<file path="src/logic/clk_ctrl_cfg.svh">
`ifndef CLK_CTRL_CFG_SVH
`define CLK_CTRL_CFG_SVH
// ----------------------------------------------------------------
// Register addresses
// ----------------------------------------------------------------
`define CC_ADDR_PIN_MODE 32'h4002_0400
`define CC_ADDR_RUN_STOP 32'h4002_0401
`define CC_ADDR_CLK_SEL 32'h4002_0404
`define CC_ADDR_PLL_CTRL 32'h4002_0C02
// ----------------------------------------------------------------
// Reset values
// ----------------------------------------------------------------
`define CC_RST_PIN_MODE 8'h00
`define CC_RST_RUN_STOP 8'hC0
`define CC_RST_CLK_SEL 8'h00
`define CC_RST_PLL_CTRL 8'h00
// ----------------------------------------------------------------
// Field positions
// ----------------------------------------------------------------
`define CC_PM_MAIN_EXT 7
`define CC_PM_MAIN_OSC 6
`define CC_PM_SUB_EXT 5
`define CC_PM_SUB_OSC 4
`define CC_PM_DRIVE_HI 2
`define CC_PM_DRIVE_LO 1
`define CC_PM_GAIN 0
`define CC_RS_MAIN_STOP 7
`define CC_RS_SUB_STOP 6
`define CC_RS_RC_STOP 0
`define CC_CS_CPU_STAT 7
`define CC_CS_CPU_CHOICE 6
`define CC_CS_MAIN_STAT 5
`define CC_CS_MAIN_CHOICE 4
`define CC_PLL_SRC 7
`define CC_PLL_DIV_HI 3
`define CC_PLL_DIV_LO 2
`define CC_PLL_MULT 1
`define CC_PLL_RUN 0
// ----------------------------------------------------------------
// Divider shift codes (divide by 1, 2, 4)
// ----------------------------------------------------------------
`define CC_DIV_SHIFT_1 2'h0
`define CC_DIV_SHIFT_2 2'h1
`define CC_DIV_SHIFT_4 2'h2
`endif

</file>
<file path="src/logic/clk_ctrl_pkg.sv">
package clk_ctrl_pkg;
    // ----------------------------------------------------------------
    // Oscillator pin modes
    // ----------------------------------------------------------------
    typedef enum logic [1:0] {PIN_PORT, PIN_XTAL, PIN_EXT} pin_mode_t;

    // Decode an external-select / oscillator-select pair
    function automatic pin_mode_t decode_pin_mode(input logic ext_sel, input logic osc_sel);
        if (!osc_sel)
        begin
            return PIN_PORT;
        end
        else if (ext_sel)
        begin
            return PIN_EXT;
        end
        else
        begin
            return PIN_XTAL;
        end
    endfunction : decode_pin_mode
endpackage : clk_ctrl_pkg

</file>
<file path="src/logic/clk_source_ctrl.sv">
`timescale 1ns/1ps
`include "clk_ctrl_cfg.svh"
// How it works
// - Pin mode register takes one write after reset, readable, resets to zero
// - Main pin bits: 01 crystal, 11 external clock, else port mode
// - Sub pin bits: 01 32 kHz crystal, 11 external sub clock, else port
// - Sub drive bits: 00 low power, 01 normal, 10 ultra low; 11 banned
// - Sub pin and drive bits clear only on power-on reset
// - CPU choice 0 main, 1 sub; read-only status shows source in use
// - Main choice 0 fast RC, 1 fast system clock; status shows actual
// - Status bits 7 and 5 ignore writes, hardware updates them
// - Peripheral clock follows CPU source; software stops peripherals first
// - Main stop bit: 0 runs crystal or external input, resets to 1
// - Sub stop bit: 0 runs sub crystal or external input, resets to 1
// - Fast RC stop bit: 0 runs, 1 stops, resets to 0
// - The oscillator feeding the CPU clock is never stopped, except by a stop write on the edge the CPU leaves the sub clock or the main clock switches
// - PLL register fields at 7, 3:2, 1, 0; bits 6:4 read zero
// - PLL source 0 fast RC, 1 fast system clock; run bit enables
// - Multiplier 0 x12, 1 x16; divider 00 /1, 01 /2, 1x /4
module clk_source_ctrl (
    input wire logic clk,                 // System clock, 100 MHz
    input wire logic rst_n,               // Sync reset, active low
    input wire logic por_n,               // Sync power-on reset, active low
    input wire logic [31:0] bus_addr,     // Byte address
    input wire logic [7:0] bus_wdata,     // Write data
    input wire logic bus_wr,              // Write strobe
    input wire logic bus_rd,              // Read strobe
    input wire logic main_settled,        // Main oscillator settle done
    input wire logic sub_settled,         // Sub oscillator usable
    output logic [7:0] bus_rdata_q,       // Read data, one cycle later
    output clk_ctrl_pkg::pin_mode_t main_mode_q, // Main pin mode
    output clk_ctrl_pkg::pin_mode_t sub_mode_q,  // Sub pin mode
    output logic main_osc_en_q,           // Main crystal / input enabled
    output logic sub_osc_en_q,            // Sub crystal / input enabled
    output logic fast_rc_en_q,            // Fast RC running
    output logic [1:0] sub_drive_q,       // Sub drive level
    output logic main_gain_q,             // Main high gain
    output logic cpu_on_sub_q,            // CPU and peripherals on sub clock
    output logic main_on_fast_q,          // Main clock from fast system clock
    output logic pll_run_q,               // PLL on
    output logic pll_src_fast_q,          // PLL fed from fast system clock
    output logic pll_mult16_q,            // PLL x16 when high, else x12
    output logic [1:0] pll_div_shift_q    // PLL divide as shift count
);
    import clk_ctrl_pkg::*;

    // ----------------------------------------------------------------
    // State
    // ----------------------------------------------------------------
    logic main_ext_clock_sel_q, main_osc_pin_sel_q, main_gain_sel_q;
    logic sub_ext_clock_sel_q, sub_osc_pin_sel_q, sub_drive_hi_q, sub_drive_lo_q;
    logic pin_mode_written_q;
    logic main_osc_stop_q, sub_osc_stop_q, fast_rc_stop_q;
    logic cpu_clock_choice_q, main_clock_choice_q;
    logic pll_source_sel_q, pll_div_hi_q, pll_div_lo_q, pll_mult_sel_q, pll_run_sel_q;
    logic cpu_clock_status, main_clock_status;
    logic may_stop_main, may_stop_sub, may_stop_rc, stop_ok_main, stop_ok_sub, stop_ok_rc;
    logic sys_rst, wr_pin, wr_run, wr_sel, wr_pll;
    logic fast_ok, sub_ok;
    pin_mode_t main_mode, sub_mode;
    // ----------------------------------------------------------------
    // Decode
    // ----------------------------------------------------------------
    // Power-on reset also resets everything else
    assign sys_rst = !rst_n || !por_n;
    assign wr_pin = bus_wr && (bus_addr == `CC_ADDR_PIN_MODE);
    assign wr_run = bus_wr && (bus_addr == `CC_ADDR_RUN_STOP);
    assign wr_sel = bus_wr && (bus_addr == `CC_ADDR_CLK_SEL);
    assign wr_pll = bus_wr && (bus_addr == `CC_ADDR_PLL_CTRL);

    // Pin modes, source readiness, and stop permission (a source named by the choice bits counts as in use)
    assign main_mode = decode_pin_mode(main_ext_clock_sel_q, main_osc_pin_sel_q);
    assign sub_mode = decode_pin_mode(sub_ext_clock_sel_q, sub_osc_pin_sel_q);
    assign fast_ok = (main_mode != PIN_PORT) && !main_osc_stop_q && main_settled;
    assign sub_ok = (sub_mode != PIN_PORT) && !sub_osc_stop_q && sub_settled;
    assign stop_ok_main = may_stop_main && !(!cpu_clock_choice_q && main_clock_choice_q);
    assign stop_ok_sub = may_stop_sub && !cpu_clock_choice_q;
    assign stop_ok_rc = may_stop_rc && !(!cpu_clock_choice_q && !main_clock_choice_q);
    // ----------------------------------------------------------------
    // Pin mode register
    // ----------------------------------------------------------------
    // Main fields: one write per reset, later writes dropped
    always_ff @(posedge clk)
    begin
        if (sys_rst)
        begin
            main_ext_clock_sel_q <= 1'(`CC_RST_PIN_MODE >> `CC_PM_MAIN_EXT);
            main_osc_pin_sel_q <= 1'(`CC_RST_PIN_MODE >> `CC_PM_MAIN_OSC);
            main_gain_sel_q <= 1'(`CC_RST_PIN_MODE >> `CC_PM_GAIN);
            pin_mode_written_q <= 1'b0;
        end
        else if (wr_pin && !pin_mode_written_q)
        begin
            main_ext_clock_sel_q <= bus_wdata[`CC_PM_MAIN_EXT];
            main_osc_pin_sel_q <= bus_wdata[`CC_PM_MAIN_OSC];
            main_gain_sel_q <= bus_wdata[`CC_PM_GAIN];
            pin_mode_written_q <= 1'b1;
        end
    end

    // Sub fields: cleared only by power-on reset
    always_ff @(posedge clk)
    begin
        if (!por_n)
        begin
            sub_ext_clock_sel_q <= 1'(`CC_RST_PIN_MODE >> `CC_PM_SUB_EXT);
            sub_osc_pin_sel_q <= 1'(`CC_RST_PIN_MODE >> `CC_PM_SUB_OSC);
            sub_drive_hi_q <= 1'(`CC_RST_PIN_MODE >> `CC_PM_DRIVE_HI);
            sub_drive_lo_q <= 1'(`CC_RST_PIN_MODE >> `CC_PM_DRIVE_LO);
        end
        else if (rst_n && wr_pin && !pin_mode_written_q)
        begin
            sub_ext_clock_sel_q <= bus_wdata[`CC_PM_SUB_EXT];
            sub_osc_pin_sel_q <= bus_wdata[`CC_PM_SUB_OSC];
            sub_drive_hi_q <= bus_wdata[`CC_PM_DRIVE_HI];
            sub_drive_lo_q <= bus_wdata[`CC_PM_DRIVE_LO];
        end
    end
    // ----------------------------------------------------------------
    // Run/stop register
    // ----------------------------------------------------------------
    // A stop request for the source in use is refused
    always_ff @(posedge clk)
    begin
        if (sys_rst)
        begin
            main_osc_stop_q <= 1'(`CC_RST_RUN_STOP >> `CC_RS_MAIN_STOP);
            sub_osc_stop_q <= 1'(`CC_RST_RUN_STOP >> `CC_RS_SUB_STOP);
            fast_rc_stop_q <= 1'(`CC_RST_RUN_STOP >> `CC_RS_RC_STOP);
        end
        else if (wr_run)
        begin
            if (!bus_wdata[`CC_RS_MAIN_STOP] || stop_ok_main)
            begin
                main_osc_stop_q <= bus_wdata[`CC_RS_MAIN_STOP];
            end
            if (!bus_wdata[`CC_RS_SUB_STOP] || stop_ok_sub)
            begin
                sub_osc_stop_q <= bus_wdata[`CC_RS_SUB_STOP];
            end
            if (!bus_wdata[`CC_RS_RC_STOP] || stop_ok_rc)
            begin
                fast_rc_stop_q <= bus_wdata[`CC_RS_RC_STOP];
            end
        end
    end
    // ----------------------------------------------------------------
    // Clock select and PLL registers
    // ----------------------------------------------------------------
    // Only choice bits are writable; status bits come from hardware
    always_ff @(posedge clk)
    begin
        if (sys_rst)
        begin
            cpu_clock_choice_q <= 1'(`CC_RST_CLK_SEL >> `CC_CS_CPU_CHOICE);
            main_clock_choice_q <= 1'(`CC_RST_CLK_SEL >> `CC_CS_MAIN_CHOICE);
        end
        else if (wr_sel)
        begin
            cpu_clock_choice_q <= bus_wdata[`CC_CS_CPU_CHOICE];
            main_clock_choice_q <= bus_wdata[`CC_CS_MAIN_CHOICE];
        end
    end

    // PLL fields
    always_ff @(posedge clk)
    begin
        if (sys_rst)
        begin
            pll_source_sel_q <= 1'(`CC_RST_PLL_CTRL >> `CC_PLL_SRC);
            pll_div_hi_q <= 1'(`CC_RST_PLL_CTRL >> `CC_PLL_DIV_HI);
            pll_div_lo_q <= 1'(`CC_RST_PLL_CTRL >> `CC_PLL_DIV_LO);
            pll_mult_sel_q <= 1'(`CC_RST_PLL_CTRL >> `CC_PLL_MULT);
            pll_run_sel_q <= 1'(`CC_RST_PLL_CTRL >> `CC_PLL_RUN);
        end
        else if (wr_pll)
        begin
            pll_source_sel_q <= bus_wdata[`CC_PLL_SRC];
            pll_div_hi_q <= bus_wdata[`CC_PLL_DIV_HI];
            pll_div_lo_q <= bus_wdata[`CC_PLL_DIV_LO];
            pll_mult_sel_q <= bus_wdata[`CC_PLL_MULT];
            pll_run_sel_q <= bus_wdata[`CC_PLL_RUN];
        end
    end
    // ----------------------------------------------------------------
    // Source switching and stop guard
    // ----------------------------------------------------------------
    clk_switch_status u_switch (
        .clk(clk),
        .rst_n(!sys_rst),
        .cpu_choice(cpu_clock_choice_q),
        .main_choice(main_clock_choice_q),
        .fast_ok(fast_ok),
        .rc_ok(!fast_rc_stop_q),
        .sub_ok(sub_ok),
        .cpu_status_q(cpu_clock_status),
        .main_status_q(main_clock_status)
    );

    osc_stop_guard u_guard (
        .cpu_status(cpu_clock_status),
        .main_status(main_clock_status),
        .may_stop_main(may_stop_main),
        .may_stop_sub(may_stop_sub),
        .may_stop_rc(may_stop_rc)
    );
    // ----------------------------------------------------------------
    // Outputs
    // ----------------------------------------------------------------
    // Registered copies of the clock controls
    always_ff @(posedge clk)
    begin
        if (sys_rst)
        begin
            main_mode_q <= PIN_PORT;
            sub_mode_q <= PIN_PORT;
            main_osc_en_q <= 1'b0;
            sub_osc_en_q <= 1'b0;
            fast_rc_en_q <= 1'b1;
            sub_drive_q <= 2'h0;
            main_gain_q <= 1'b0;
            cpu_on_sub_q <= 1'b0;
            main_on_fast_q <= 1'b0;
        end
        else
        begin
            main_mode_q <= main_mode;
            sub_mode_q <= sub_mode;
            main_osc_en_q <= (main_mode != PIN_PORT) && !main_osc_stop_q;
            sub_osc_en_q <= (sub_mode != PIN_PORT) && !sub_osc_stop_q;
            fast_rc_en_q <= !fast_rc_stop_q;
            sub_drive_q <= {sub_drive_hi_q, sub_drive_lo_q};
            main_gain_q <= main_gain_sel_q;
            cpu_on_sub_q <= cpu_clock_status;
            main_on_fast_q <= main_clock_status;
        end
    end

    // PLL controls
    always_ff @(posedge clk)
    begin
        if (sys_rst)
        begin
            pll_run_q <= 1'b0;
            pll_src_fast_q <= 1'b0;
            pll_mult16_q <= 1'b0;
            pll_div_shift_q <= `CC_DIV_SHIFT_1;
        end
        else
        begin
            pll_run_q <= pll_run_sel_q;
            pll_src_fast_q <= pll_source_sel_q;
            pll_mult16_q <= pll_mult_sel_q;
            if (pll_div_hi_q)
            begin
                pll_div_shift_q <= `CC_DIV_SHIFT_4;
            end
            else if (pll_div_lo_q)
            begin
                pll_div_shift_q <= `CC_DIV_SHIFT_2;
            end
            else
            begin
                pll_div_shift_q <= `CC_DIV_SHIFT_1;
            end
        end
    end

    // Read port; unmapped addresses and reserved bits read zero
    always_ff @(posedge clk)
    begin
        if (sys_rst)
        begin
            bus_rdata_q <= 8'h00;
        end
        else if (bus_rd && (bus_addr == `CC_ADDR_PIN_MODE))
        begin
            bus_rdata_q <= {main_ext_clock_sel_q, main_osc_pin_sel_q, sub_ext_clock_sel_q, sub_osc_pin_sel_q,
                1'b0, sub_drive_hi_q, sub_drive_lo_q, main_gain_sel_q};
        end
        else if (bus_rd && (bus_addr == `CC_ADDR_RUN_STOP))
        begin
            bus_rdata_q <= {main_osc_stop_q, sub_osc_stop_q, 5'h00, fast_rc_stop_q};
        end
        else if (bus_rd && (bus_addr == `CC_ADDR_CLK_SEL))
        begin
            bus_rdata_q <= {cpu_clock_status, cpu_clock_choice_q, main_clock_status, main_clock_choice_q,
                4'h0};
        end
        else if (bus_rd && (bus_addr == `CC_ADDR_PLL_CTRL))
        begin
            bus_rdata_q <= {pll_source_sel_q, 3'h0, pll_div_hi_q, pll_div_lo_q, pll_mult_sel_q,
                pll_run_sel_q};
        end
        else if (bus_rd)
        begin
            bus_rdata_q <= 8'h00;
        end
    end
endmodule : clk_source_ctrl

</file>
<file path="src/logic/clk_switch_status.sv">
`timescale 1ns/1ps
module clk_switch_status (
    input wire logic clk,         // System clock
    input wire logic rst_n,       // Sync reset, active low
    input wire logic cpu_choice,  // Requested CPU source
    input wire logic main_choice, // Requested main source
    input wire logic fast_ok,     // Fast system clock usable
    input wire logic rc_ok,       // Fast RC running
    input wire logic sub_ok,      // Sub clock usable
    output logic cpu_status_q,    // Sub clock in use
    output logic main_status_q    // Fast system clock in use
);
    // Main source follows its choice once the target runs
    always_ff @(posedge clk)
    begin
        if (!rst_n)
        begin
            main_status_q <= 1'b0;
        end
        else if (main_choice && fast_ok)
        begin
            main_status_q <= 1'b1;
        end
        else if (!main_choice && rc_ok)
        begin
            main_status_q <= 1'b0;
        end
    end

    // CPU source follows its choice once the target runs; never back onto a stopped main source
    always_ff @(posedge clk)
    begin
        if (!rst_n)
        begin
            cpu_status_q <= 1'b0;
        end
        else if (cpu_choice && sub_ok)
        begin
            cpu_status_q <= 1'b1;
        end
        else if (!cpu_choice && (main_status_q ? fast_ok : rc_ok))
        begin
            cpu_status_q <= 1'b0;
        end
    end
endmodule : clk_switch_status

</file>
<file path="src/logic/osc_stop_guard.sv">
`timescale 1ns/1ps
module osc_stop_guard (
    input wire logic cpu_status,  // Sub clock in use
    input wire logic main_status, // Fast system clock in use
    output logic may_stop_main,   // Main oscillator free to stop
    output logic may_stop_sub,    // Sub oscillator free to stop
    output logic may_stop_rc      // Fast RC free to stop
);
    // Only a source not feeding the CPU clock may stop
    always_comb
    begin
        may_stop_main = (!cpu_status && !main_status) || cpu_status;
        may_stop_sub = !cpu_status;
        may_stop_rc = (!cpu_status && main_status) || cpu_status;
    end
endmodule : osc_stop_guard

</file>
<file path="config.mk">
export PLATFORM = sky130hd
export DESIGN_NAME = clk_source_ctrl
export DESIGN_NICKNAME = d
export VERILOG_FILES = /design/src/logic/clk_ctrl_pkg.sv /design/src/logic/clk_source_ctrl.sv /design/src/logic/clk_switch_status.sv /design/src/logic/osc_stop_guard.sv
export VERILOG_INCLUDE_DIRS = /design/src /design/src/logic
export SDC_FILE = /design/constraint.sdc
export NUM_CORES = 1
export LEC_CHECK = 0
export BUFFER_PORTS_ARGS = -buffer_cell sky130_fd_sc_hd__buf_4
export CORE_ASPECT_RATIO = 1.1
export CORE_MARGIN = 1
export CORE_UTILIZATION = 40
export CTS_CLUSTER_DIAMETER = 120
export DETAILED_ROUTE_END_ITERATION = 8
export PLACE_DENSITY = 0.65
export SYNTH_ARGS = -nofsm -noshare
export SYNTH_HDL_FRONTEND = slang
export SYNTH_SLANG_ARGS = --single-unit
</file>
<file path="constraint.sdc">
create_clock -name clk -period 4.2 [get_ports clk]
set_clock_uncertainty 0.2 [all_clocks]
set_input_delay 0.63 -clock clk [delete_from_list [all_inputs] [get_ports clk]]
set_output_delay 0.63 -clock clk [all_outputs]
set_load 0.05 [all_outputs]
</file>
==> Word-level counts from Yosys, hierarchy flattened <==
Cells that the tools add are included.
{ "word_totals": {"ff_bits": 45, "in_bits": 47, "output_inout_bits": 25, "wordCells": 114} }
{ "op_classes": {"eq_ne": 4, "n_mux": 16, "reduce_logical": 58} }
{ "op_table": {"columns": ["op", "count"], "rows": [
  ["== test 32 x 31 -> 1 bit, second input constant", 4],
  ["two-way mux 8 bit", 5],
  ["logical AND 1 bit", 26],
  ["zero test 1 bit", 15],
  ["two-way mux 2 bit", 5],
  ["nonzero test 2 bit", 5],
  ["logical OR 1 bit", 6],
  ["two-way mux 1 bit", 6],
  ["AND reduction 2 bit", 3],
  ["nonzero test 5 bit", 1],
  ["OR reduction 4 bit", 1],
  ["OR reduction 2 bit", 1]
]} }

==> Longest topological paths before layout <==
{ "logic_depth": {"ltp_word": 9, "mapped_depth": 7, "mapped_depth_nobuf": 5} }

==> By module <==
A second synthesis with hierarchy kept.
{ "hier_totals": {"hier_cells": 209, "area_unflattened_um2": 2005.7} }
{ "modules_own_cells": {"columns": ["module", "n_inst", "cells_each", "area_each_um2", "seq_area_each_um2"], "rows": [
  ["clk_source_ctrl", 1, 196, 1903.1, 860.8],
  ["clk_switch_status", 1, 10, 86.3, 40.0],
  ["osc_stop_guard", 1, 3, 16.3, 0.0]
]} }

==> Worst setup path before layout <==
Ideal clock, no wire load.
{ "synth_path": {"path_type": "input -> register", "startpoint": "input port bus_addr[26]", "endpoint": "register sub_osc_stop_q", "setup_ps": 70, "arrival_ps": 2162, "required_time_ps": 3930, "setup_slack_ps": 1768, "cell_stages": 5, "path_buffers": 1, "path_cell_list": "or4_1 -> or4_1 -> buf_2 -> or3_1 -> a21oi_1"} }
{ "synth_via": {"elab_chain_cells": 3} }
{ "synth_rtl": {"columns": ["item", "line_no", "rtl"], "rows": [
  ["from (decl)", "clk_source_ctrl.sv:24", "input wire logic [31:0] bus_addr,"],
  ["== test 32 x 31 -> 1 bit (no line)", null, null],
  ["logical AND 1 bit", "clk_source_ctrl.sv:67", "assign wr_run = bus_wr && (bus_addr == `CC_ADDR_RUN_STOP);"],
  ["AND reduction 2 bit (no line)", null, null],
  ["to (signal assigned)", "clk_source_ctrl.sv:128", "sub_osc_stop_q <= 1'(`CC_RST_RUN_STOP >> `CC_RS_SUB_STOP);"],
  ["to (signal assigned)", "clk_source_ctrl.sv:139", "sub_osc_stop_q <= bus_wdata[`CC_RS_SUB_STOP];"],
  ["to (decl)", "clk_source_ctrl.sv:53", "logic main_osc_stop_q, sub_osc_stop_q, fast_rc_stop_q;"]
]} }
No other way between the ends.
A chain may end at the register's enable or synchronous reset.

==> Worst setup path after layout <==
{ "layout_path": {"startpoint": "input port bus_addr[9]", "endpoint": "register sub_osc_stop_q"} }
Same word-level chain as after synthesis.

==> results.yml <==
timing:
  max-slew-margin-rel_pct: 51.1
  fin_crit_sh_pct: 56.7
  setup_violations: 0
  max_freq_mhz: 420
  period_needed_ns: 2.38
  hold-worst-slack_ns: 0.257
  worst_pin_slew_ns: 0.733
  grt_setup_unrepaired: "false"
  setup-tns-final_ns: 0
  maxSlewViolCount: 0
  finalHoldViolations: 0
  fin_ws_ns: 1.82
synth:
  async_reset_ff_share_pct: 0
  synth_area_leader_cell: "dfxtp_1"
  synthTopCellsByArea: "dfxtp_1 48%, mux2i_1 7.4%, nand2_1 6.7%"
  synth_ff_type: "dfxtp_1"
  syn_avg_cell_area_um2: 9.23
  synth_edf_count: 0
  syn-num-nets: 252
  synth_warnings: 0
  syn_inst: 205
  netlist_top_cells_count: "45 x dfxtp_1, 34 x nand2_1, 14 x mux2i_1, 13 x a21oi_1, 13 x nor2_1"
  ys_seq_area_share_pct: 47.6
  netlist.area_leader.share_pct: 47.6
  synth_area_um2: 1890
  synth_cell_type_count: 40
  yosys.cell_count.top_type: "dfxtp_1"
  synth_seq_cells: 45
clock_tree:
  clk_latency_ns: 0.29
  clk_pin_slew_worst_paths_ns: 0.08
  post_cts_buffers: 0
  ctsHoldBuffers: 0
  cts_root_buf: "clkbuf_8"
  cts_resized: 0
  numCtsBuffers: 5
  clk_path_buf_depth: 2
  clock_sinks: 45
  htree_levels: 2
  cts_tree: "yes"
global_routing:
  grt_first_pass_wirelength_mm: 6.83
  grt_max_degree: 22
  track_usage_pct: 18.6
  grt-ovfl-total: 0
  antenna_found_initial: 0
  grt_pass1_vias: 1519
detailed_routing:
  route.met3.wl_um: 406
  drt_iter0_drc: 68
  vias: 1712
  wl_per_cell_um: 13.7
  first_pass_iters: 4
  routed.top_layer: "met4"
  routed_via_density: 5.19
  wl_met2_mm: 2.06
  wl_met1_mm: 1.99
  remaining_drc_errors: 0
  wl_mm: 4.51
  ant_nets: 0
die:
  dieHeight_um: 74.1
  io_pins: 72
  dieArea_um2: 5010
  initial_utilization_pct: 42.9
  die_x_um: 67.6
  std_cell_rows: 25
  core-area_um2: 4410
place:
  port_buffers: 71
  placed_cells: 322
  gp_congestion: 0.873
  pre_cts_ws_ns: 1.49
  hpwlAfterDp_mm: 3.38
setup_path:
  critPathRequiredTime_ns: 4.23
  cp-end-kind: "flop"
  critical_path.max_stage_delay_ns: 0.60
  critPathMaxFanout: 6
  arrival_ns: 2.41
  crit_chain: "buf_4 -> nor4b_2 -> nand3_1 -> or4_1 -> or3_1 -> a21oi_1"
  rr_worst_depth: 3
  cpMaxStageDelayCell: "or4_1"
  worstSetupPathType: "input pin to flop"
  worst_setup_path_start_kind: "input pin"
layout:
  nNetsFinal: 322
  regArea_um2: 901
  area_delta_synth_final_pct: 34.3
  diodes: 0
  post-route-util_pct: 57.6
  num-fill-cells: 402
  multi_input_area_um2: 928
  stdcell_count: 330
  drive_above_1_share_pct: 31.5
power:
  peakVddDrop_v: 0.000210
  leakagePower_nw: 1.13
  cellPowerDensity_nw_per_um2: 295
run_status:
  outcome: "completed"
min_path:
  hold_class: "flop to flop"
  hold_depth: 1
job:
  drv_cap: 0
final timing paths:
| check | to | slack [ns] | from |
|---|---|---|---|
| hold reg to reg | pll_div_shift_q[0]$_SDFF_PP0_ | 0.26 | pll_div_hi_q$_SDFFE_PP0P_ |
| setup / recovery | sub_osc_stop_q$_SDFFE_PP1P_ | 1.82 | bus_addr[9] |
| hold / removal | pll_div_shift_q[0]$_SDFF_PP0_ | 0.26 | pll_div_hi_q$_SDFFE_PP0P_ |
| setup reg to reg | sub_drive_hi_q$_SDFFE_PN0P_ | 2.91 | pin_mode_written_q$_SDFFE_PP0P_ |
layout make-up:
cell class | count | share of cell area [%]
clock buffers | 8 | 3.15
repair buffers | 71 | 21.0
well taps | 54 | 2.66
flip-flops and latches | 45 | 35.5
inverters | 8 | 1.18
multi-input cells | 144 | 36.6
sequential cells by signal, indices dropped and copies added (netlist names), 2 cells and up:
name	count
sub_drive_q	2
sub_mode_q	2
pll_div_shift_q	2
bus_rdata_q	8
main_mode_q	2
where the power goes:
part	switching (mW)	leakage [nW]	internal [mW]
Sequential	0.000115	0.362	0.426
Combinational	0.0336	0.727	0.0367
Clock	0.135	0.0395	0.118
layout by cell type (no fill, tap or decap), drive strengths merged, types with 8 or more instances in the layout:
cell     n
buf     71
dfxtp   45
nand2   34
mux2i   14
nor2    14
a21oi   13
nand3   10
inv      8
clkbuf   8
worst max-delay path: cells and delay by family:
family	cells	cell delay, ns
AOI/OAI and AO/OA	1	0.12
and+or+nand+nor	4	1.54
buffers and inverters	1	0.11
kinds of logic after synthesis:
| logic type | count (synthesis) | share of synthesized area, % |
|---|---|---|
| compound gates | 32 | 10.4 |
| buf+inv | 16 | 3.31 |
| flops | 45 | 47.6 |
| mux | 16 | 8.60 |
| simple gates | 96 | 30.1 |
stage by stage:
stage               total power [mW]  area [um2]
global route                   0.779        2540
global placement               0.507        2460
floorplan                      0.460        1890
detailed placement             0.508        2460
CTS                            0.755        2540
finish                         0.750        2540
metal layers:
metal / GRT usage, % / up-vias
met2: 31.2 / 69
li1: - / 867
met1: 22.8 / 772
met4: 6.38 / 0
met3: 5.06 / 4
met5: 0 / -
Note: power is estimated with default switching activity, not from simulation.
